**src/common/emr_pkg.sv**
```systemverilog
/*
 Constants for the critical MSI attribute register and the affinity descriptor.
 Assumes a memory-mapped register window of 32-bit words at byte offsets.
*/
package emr_pkg;
    localparam logic [11:0] ATTR_OFFSET    = 12'heac;
    localparam logic [11:0] CFG5_HI_OFFSET = 12'heac;
    localparam logic [11:0] AFF_LO_OFFSET  = 12'hfa8;
    localparam logic [11:0] AFF_HI_OFFSET  = 12'hfac;
    localparam int EN_BIT  = 7;
    localparam int NS_BIT  = 6;
    localparam int SH_HI   = 5;
    localparam int SH_LO   = 4;
    localparam int MT_HI   = 3;
    localparam int MT_LO   = 0;
    localparam logic [31:0] ATTR_REC_MASK = 32'h0000_00ff;
    localparam logic [1:0] SH_NONE  = 2'h0;
    localparam logic [1:0] SH_OUTER = 2'h2;
    localparam logic [1:0] SH_INNER = 2'h3;
    localparam logic [3:0] MEM_DEV_LAST = 4'h3;
    localparam logic [3:0] MEM_NORMAL_NC = 4'h5;
    localparam logic [7:0] LEVEL_MARK = 8'h80;
    localparam logic [7:0] ZERO8      = 8'h00;
    localparam int F0V_BIT = 31;
    localparam int UNI_BIT = 30;
    localparam int MTF_BIT = 24;
    typedef enum logic [1:0] {EMR_L0, EMR_L1, EMR_L2, EMR_L3} emr_level_t;
endpackage : emr_pkg

```
**src/emr_regs.sv**
```systemverilog
/*
 Critical MSI attribute control register and affinity descriptor.
 Assumes a simple same-clock register port: one-cycle read/write strobes,
 byte address, 32-bit data; affinity inputs are static straps on clk.
*/
`timescale 1ns/1ps
`default_nettype none
module emr_regs #(
    parameter bit          HAS_CFG_REGS  = 1'b1,
    parameter bit          HAS_CRIT_IRQ  = 1'b1,
    parameter bit          RECOMMENDED   = 1'b1,
    parameter bit          CAN_DISABLE   = 1'b1,
    parameter bit          NS_WRITABLE   = 1'b0,
    parameter bit          NS_CONFIG     = 1'b1,
    parameter bit          SH_CONFIG     = 1'b1,
    parameter bit          MEM_CONFIG    = 1'b1,
    parameter bit          NS_RESET      = 1'b0,
    parameter logic [1:0]  SH_FIXED      = 2'h2,
    parameter logic [3:0]  MEM_FIXED     = 4'h0,
    parameter bit          NS_FIXED      = 1'b1,
    parameter logic [31:0] CUSTOM_RESET  = 32'h0000_0000,
    parameter bit          HAS_AFFINITY  = 1'b1,
    parameter bit          REV_1P1       = 1'b1
) (
    input  wire logic        clk,
    input  wire logic        nrst,
    input  wire logic        ce,
    input  wire logic        wr_en,
    input  wire logic        rd_en,
    input  wire logic [11:0] addr,
    input  wire logic [31:0] wdata,
    output logic      [31:0] rdata,
    output logic             rvalid,
    input  wire logic [1:0]  aff_level,
    input  wire logic        aff_subset,
    input  wire logic [7:0]  cpu_l3,
    input  wire logic [7:0]  cpu_l2,
    input  wire logic [7:0]  cpu_l1,
    input  wire logic [7:0]  cpu_l0,
    input  wire logic        cpu_uni,
    input  wire logic        cpu_mt,
    input  wire logic [7:0]  subset_mask,
    output logic             msi_enable,
    output logic             msi_nonsecure,
    output logic [1:0]       coherence_domain,
    output logic [3:0]       memory_type_field
);
    localparam bit PRESENT = HAS_CFG_REGS && (HAS_CRIT_IRQ || !RECOMMENDED);

    typedef struct packed {
        logic [31:0] attr;
        logic [31:0] rdata;
        logic        rvalid;
    } emr_state_t;

    emr_state_t st;
    emr_state_t next_st;

    // Subset encoding of one 8-bit affinity field
    function automatic logic [7:0] enc_field(input logic [7:0] id, input logic [7:0] m);
        logic [7:0] low;
        low = m & (~m + 8'h01);
        enc_field = (id & ~((low << 1) - 8'h01)) | low;
    endfunction : enc_field

    logic [31:0] attr_view;
    logic [63:0] aff;
    logic        subset;
    logic        eff_en;
    logic [3:0]  eff_mem;
    logic [1:0]  eff_sh;

    always_comb begin
        attr_view = 32'h0000_0000;
        if (PRESENT) begin
            if (!RECOMMENDED) begin
                attr_view = st.attr;
            end else begin
                attr_view[emr_pkg::EN_BIT] = CAN_DISABLE & st.attr[emr_pkg::EN_BIT];
                attr_view[emr_pkg::NS_BIT] = NS_CONFIG & !NS_WRITABLE
                                             & st.attr[emr_pkg::NS_BIT];
                if (SH_CONFIG)
                    attr_view[emr_pkg::SH_HI:emr_pkg::SH_LO] =
                        st.attr[emr_pkg::SH_HI:emr_pkg::SH_LO];
                if (MEM_CONFIG)
                    attr_view[emr_pkg::MT_HI:emr_pkg::MT_LO] =
                        st.attr[emr_pkg::MT_HI:emr_pkg::MT_LO];
            end
        end
    end

    always_comb begin
        aff    = 64'h0;
        subset = aff_subset & REV_1P1;
        if (HAS_AFFINITY) begin
            aff[39:32] = cpu_l3;
            unique case (emr_pkg::emr_level_t'(aff_level))
                emr_pkg::EMR_L0: begin
                    if (subset) begin
                        aff[7:0]   = enc_field(cpu_l0, subset_mask);
                        aff[23:8]  = {cpu_l2, cpu_l1};
                    end else begin
                        aff[emr_pkg::F0V_BIT] = 1'b1;
                        aff[emr_pkg::UNI_BIT] = cpu_uni;
                        aff[emr_pkg::MTF_BIT] = cpu_mt;
                        aff[23:0] = {cpu_l2, cpu_l1, cpu_l0};
                    end
                end
                emr_pkg::EMR_L1: begin
                    aff[23:16] = cpu_l2;
                    if (subset)
                        aff[15:8] = enc_field(cpu_l1, subset_mask);
                    else begin
                        aff[15:8] = cpu_l1;
                        aff[7:0]  = emr_pkg::LEVEL_MARK;
                    end
                end
                emr_pkg::EMR_L2: begin
                    if (subset) begin
                        aff[23:16] = enc_field(cpu_l2, subset_mask);
                        aff[15:8]  = emr_pkg::ZERO8;
                    end else begin
                        aff[23:16] = cpu_l2;
                        aff[15:8]  = emr_pkg::LEVEL_MARK;
                    end
                end
                emr_pkg::EMR_L3: begin
                    aff[23:16] = emr_pkg::LEVEL_MARK;
                    aff[15:8]  = emr_pkg::ZERO8;
                end
            endcase
        end
    end

    always_comb begin
        next_st        = st;
        next_st.rvalid = 1'b0;
        if (wr_en && addr == emr_pkg::ATTR_OFFSET && PRESENT) begin
            if (RECOMMENDED)
                next_st.attr = wdata & emr_pkg::ATTR_REC_MASK;
            else
                next_st.attr = wdata;
        end
        if (rd_en) begin
            next_st.rvalid = 1'b1;
            unique case (addr)
                emr_pkg::ATTR_OFFSET:   next_st.rdata = attr_view;
                emr_pkg::AFF_LO_OFFSET: next_st.rdata = aff[31:0];
                emr_pkg::AFF_HI_OFFSET: next_st.rdata = aff[63:32];
                default:                next_st.rdata = 32'h0000_0000;
            endcase
        end
    end

    always_ff @(posedge clk or negedge nrst) begin
        if (!nrst) begin
            st.attr   <= RECOMMENDED ? {25'h0, NS_RESET, 6'h00} : CUSTOM_RESET;
            st.rdata  <= 32'h0000_0000;
            st.rvalid <= 1'b0;
        end else if (ce) begin
            st <= next_st;
        end
    end

    // Effective attributes used by the message writer
    always_comb begin
        eff_en  = !CAN_DISABLE | st.attr[emr_pkg::EN_BIT];
        eff_mem = MEM_CONFIG ? st.attr[emr_pkg::MT_HI:emr_pkg::MT_LO] : MEM_FIXED;
        eff_sh  = SH_CONFIG ? st.attr[emr_pkg::SH_HI:emr_pkg::SH_LO] : SH_FIXED;
        if (eff_mem <= emr_pkg::MEM_DEV_LAST || eff_mem == emr_pkg::MEM_NORMAL_NC)
            eff_sh = emr_pkg::SH_OUTER;
    end

    assign rdata             = st.rdata;
    assign rvalid            = st.rvalid;
    assign msi_enable        = PRESENT & eff_en;
    assign msi_nonsecure     = NS_WRITABLE ? 1'b1 :
                               (NS_CONFIG ? st.attr[emr_pkg::NS_BIT] : NS_FIXED);
    assign coherence_domain  = eff_sh;
    assign memory_type_field = eff_mem;
endmodule : emr_regs
`default_nettype wire

```
**config.mk**
```make
export PLATFORM = sky130hd
export DESIGN_NAME = emr_regs
export DESIGN_NICKNAME = d
export VERILOG_FILES = /design/src/common/emr_pkg.sv /design/src/emr_regs.sv
export SDC_FILE = /design/constraint.sdc
export NUM_CORES = 1
export LEC_CHECK = 0
export BUFFER_PORTS_ARGS = -buffer_cell sky130_fd_sc_hd__buf_2
export CAP_MARGIN = 0
export CELL_PAD_IN_SITES_DETAIL_PLACEMENT = 0
export CELL_PAD_IN_SITES_GLOBAL_PLACEMENT = 1
export CORE_ASPECT_RATIO = 2
export CORE_UTILIZATION = 30
export DETAILED_ROUTE_END_ITERATION = 10
export GPL_TIMING_DRIVEN = 1
export HOLD_SLACK_MARGIN = 0.1
export PLACE_DENSITY_LB_ADDON = 0.15
export RECOVER_POWER = 25
export SYNTH_ARGS = -nofsm -noshare
export SYNTH_HDL_FRONTEND = slang
export SYNTH_SLANG_ARGS = --single-unit
```
**constraint.sdc**
```tcl
create_clock -name clk -period 1.4 [get_ports clk]
set_clock_uncertainty 0.2 [all_clocks]
set_input_delay 0 -clock clk [delete_from_list [all_inputs] [get_ports clk]]
set_output_delay 0 -clock clk [all_outputs]
set_load 0.01 [all_outputs]
```
==> reports/metrics.cfg <==
[status]
status = finished, violations left
violations = negative setup slack

[place]
dp.cells = 436
gp_congestion = 0.779
hpwl_um = 5520
port_buffers = 105

[drt]
detail_route.iter0.violations = 48
wl_um = 7910
wl_met3_um = 321
routed.top_layer = met4
dr_total_vias = 2475
detail_route.wl_per_cell_um = 15.5
wl_met2_um = 4530
ant_nets = 0
avgViaCountPerCell = 4.85
first_pass_iters = 4
routedLengthMet1_um = 2800
drc = 0

[logic_synthesis]
synth_area_per_cell_um2 = 9.69
ys_ff_latch = 36
yosysWarnings = 0
synth_cell_types = 43
synth_area_um2 = 2170
yosys.area.top_type = dfrtp_1
postSynthCellCount = 224
synthTopCellsByArea = dfrtp_1 41%, mux2i_1 8.3%, mux2_2 7.8%
yosysTopAreaCellShare = 0.415
seq_area_frac_synth = 0.415

[grt]
grt_overflow = 0
grt_pass1_wl_um = 12400
grt_max_degree = 37
grtUsageTotal = 0.215
grt_pass1_vias = 2596
antenna_found_initial = 0

[floorplanning]
start_util = 0.313
pin_count = 135
die_h_um = 122
die_w_um = 62.2
die_area_um2 = 7600
core_um2 = 6940
rows = 43

[sta]
slew_headroom = 0.645
period_needed_ns = 1.71
maxSlewViolCount = 0
hold_violations = 0
rsz0062_at_grt = yes
min_period_over_period = 1.22
fmax_mhz = 584
whs_ns = 0.0659
finalSetupViolCount = 35
layout_setup_ws_ns = -0.312
worst_slew_pin_slew_ns = 0.532

[layout]
fin_cells = 510
finalNetCount = 513
multi_input_area_um2 = 1330
drive_gt1_frac = 0.474
final_common_cell = buf_2
nFillCells = 653
diodes = 0
regArea_um2 = 901
synthToLayoutAreaGrowth_pct = 83.6
mostFrequentLayoutCells = 103 x buf_2, 60 x dlygate4sd3_1, 36 x dfrtp_1

[worst_setup_path]
required_ns = 1.37
arrival_ns = 1.68
start_kind = primary input
cp-end-kind = flop
critPathMaxFanout = 8
path_class = in -> reg

[run]
cap_violations = 0

[power_and_ir_drop]
pwr-share-seq = 0.365
p_int_uw = 2170
pwr-share-clk = 0.452
total_power_uw = 2860
power_leakage_uw = 0.00202
powerDensity_nw_per_um2 = 718
power_switching_uw = 694
comb_power_share = 0.183
switching_share = 0.243
vdd_ir_drop_max_mv = 0.564

[worst_hold_path]
min_path_type = in -> reg

[clock_tree]
cts_buffers = 5
clockRootBuffer = clkbuf_16
clockBufferDepth = 2
clk_latency_ns = 0.28
htreeDepth = 2
clk_pin_slew_ns = 0.06
numClockSinks = 36
cts_tree = built

-- power by group through the flow --
stage | Combinational, uW | Clock, uW | Sequential [uW]
floorplan | 155 | 0 | 1070
detailed placement | 368 | 0 | 1060
global route | 569 | 1350 | 1050
finish | 523 | 1290 | 1050
CTS | 512 | 1320 | 1050
global placement | 367 | 0 | 1060
-- state kept, by name, indices dropped and copies added (netlist names) --
signal,cells
rvalid,1
attr_view,2
msi_enable,1
msi_nonsecure,1
rdata,27
memory_type_field,4
-- synth_stat cells --
cell,instances
a211oi_1,1
a21boi_0,2
a21o_1,1
a21oi_1,5
a22o_1,4
a22oi_1,5
a31oi_1,2
a32o_1,1
a32oi_1,2
a41oi_1,1
and2_1,1
and3_1,3
buf_1,1
buf_4,9
clkbuf_1,10
conb_1,1
dfrtp_1,36
inv_1,3
mux2_2,15
mux2i_1,18
nand2_1,27
nand2b_1,2
nand3_1,5
nand3b_1,1
nand4_1,3
nand4b_1,2
nor2_1,7
nor2b_1,5
nor3_1,4
nor3_2,1
nor3_4,1
nor3b_1,3
nor4_1,4
nor4_4,1
nor4b_1,1
o211ai_1,7
o21ai_0,21
o2bb2ai_1,2
or2_2,1
or3b_2,2
or4_1,1
or4_4,1
or4b_4,1
-- layout make-up --
cell class	instances	area share
Inverter	3	0.00283
Multi-Input combinational cell	169	0.335
Tap cell	90	0.0283
Sequential cell	36	0.226
Clock inverter	3	0.0107
Clock buffer	5	0.0314
Timing Repair Buffer	204	0.366
-- metal layers --
metal | up-vias | global-route usage
met1 | 1166 | 0.213
met4 | 0 | 0.108
met2 | 90 | 0.421
met3 | 16 | 0.0362
met5 | - | 0
li1 | 1203 | -
-- kinds of logic after synthesis --
family | after synthesis | share of synthesized area
flops | 36 | 0.415
buf+inv | 23 | 0.0553
mux | 33 | 0.161
compound gates | 54 | 0.162
simple gates | 77 | 0.205
other cells | 1 | 0.00173
-- per-stage QoR --
| stage | setup TNS, ns | util | area (um^2) | setup WS [ns] |
|---|---|---|---|---|
| 6_report | -5.76 | 0.574 | 3990 | -0.312 |
| 5_1_grt | -8.00 | 0.574 | 3990 | -0.349 |
| 4_1_cts | -6.45 | 0.565 | 3920 | -0.315 |
| 3_5_place_dp | -15.71 | 0.431 | 2990 | -0.626 |
| 3_3_place_gp | -14.83 | 0.431 | 2990 | -0.613 |
| 2_1_floorplan | -9.33 | - | 2210 | -0.565 |
-- worst max-delay path: stages --
cell    delay (ns)
buf_6         0.09
or4b_4        0.53
or4_4         0.44
nor3_4        0.16
buf_12        0.15
mux2_2        0.32
-- worst paths after layout --
| path | from | slack, ns | cells past startpoint | endpoint |
|---|---|---|---|---|
| setup / recovery | addr[1] | -0.31 | 6 | memory_type_field[2] |
| hold / removal | subset_mask[5] | 0.07 | 5 | rdata[22] |
| setup reg to reg | msi_enable | 0.03 | 4 | rdata[7] |
| hold reg to reg | rdata[10] | 0.27 | 2 | rdata[10] |
| max in group asynchronous | nrst | 0.50 | 3 | rdata[24] |
| min in group asynchronous | nrst | 0.14 | 3 | rdata[16] |
-- what timing repair did --
action / 4_1_cts / 5_1_grt
resized for setup: 35 / 9
hold buffers: 58 / 2
endpoints found under the setup margin: 35 / 36
buffers inserted: 6 / 0
pin swaps: 10 / 4
endpoints found under the hold margin: 71 / 4
No activity file was read; power rests on OpenSTA's default activity.
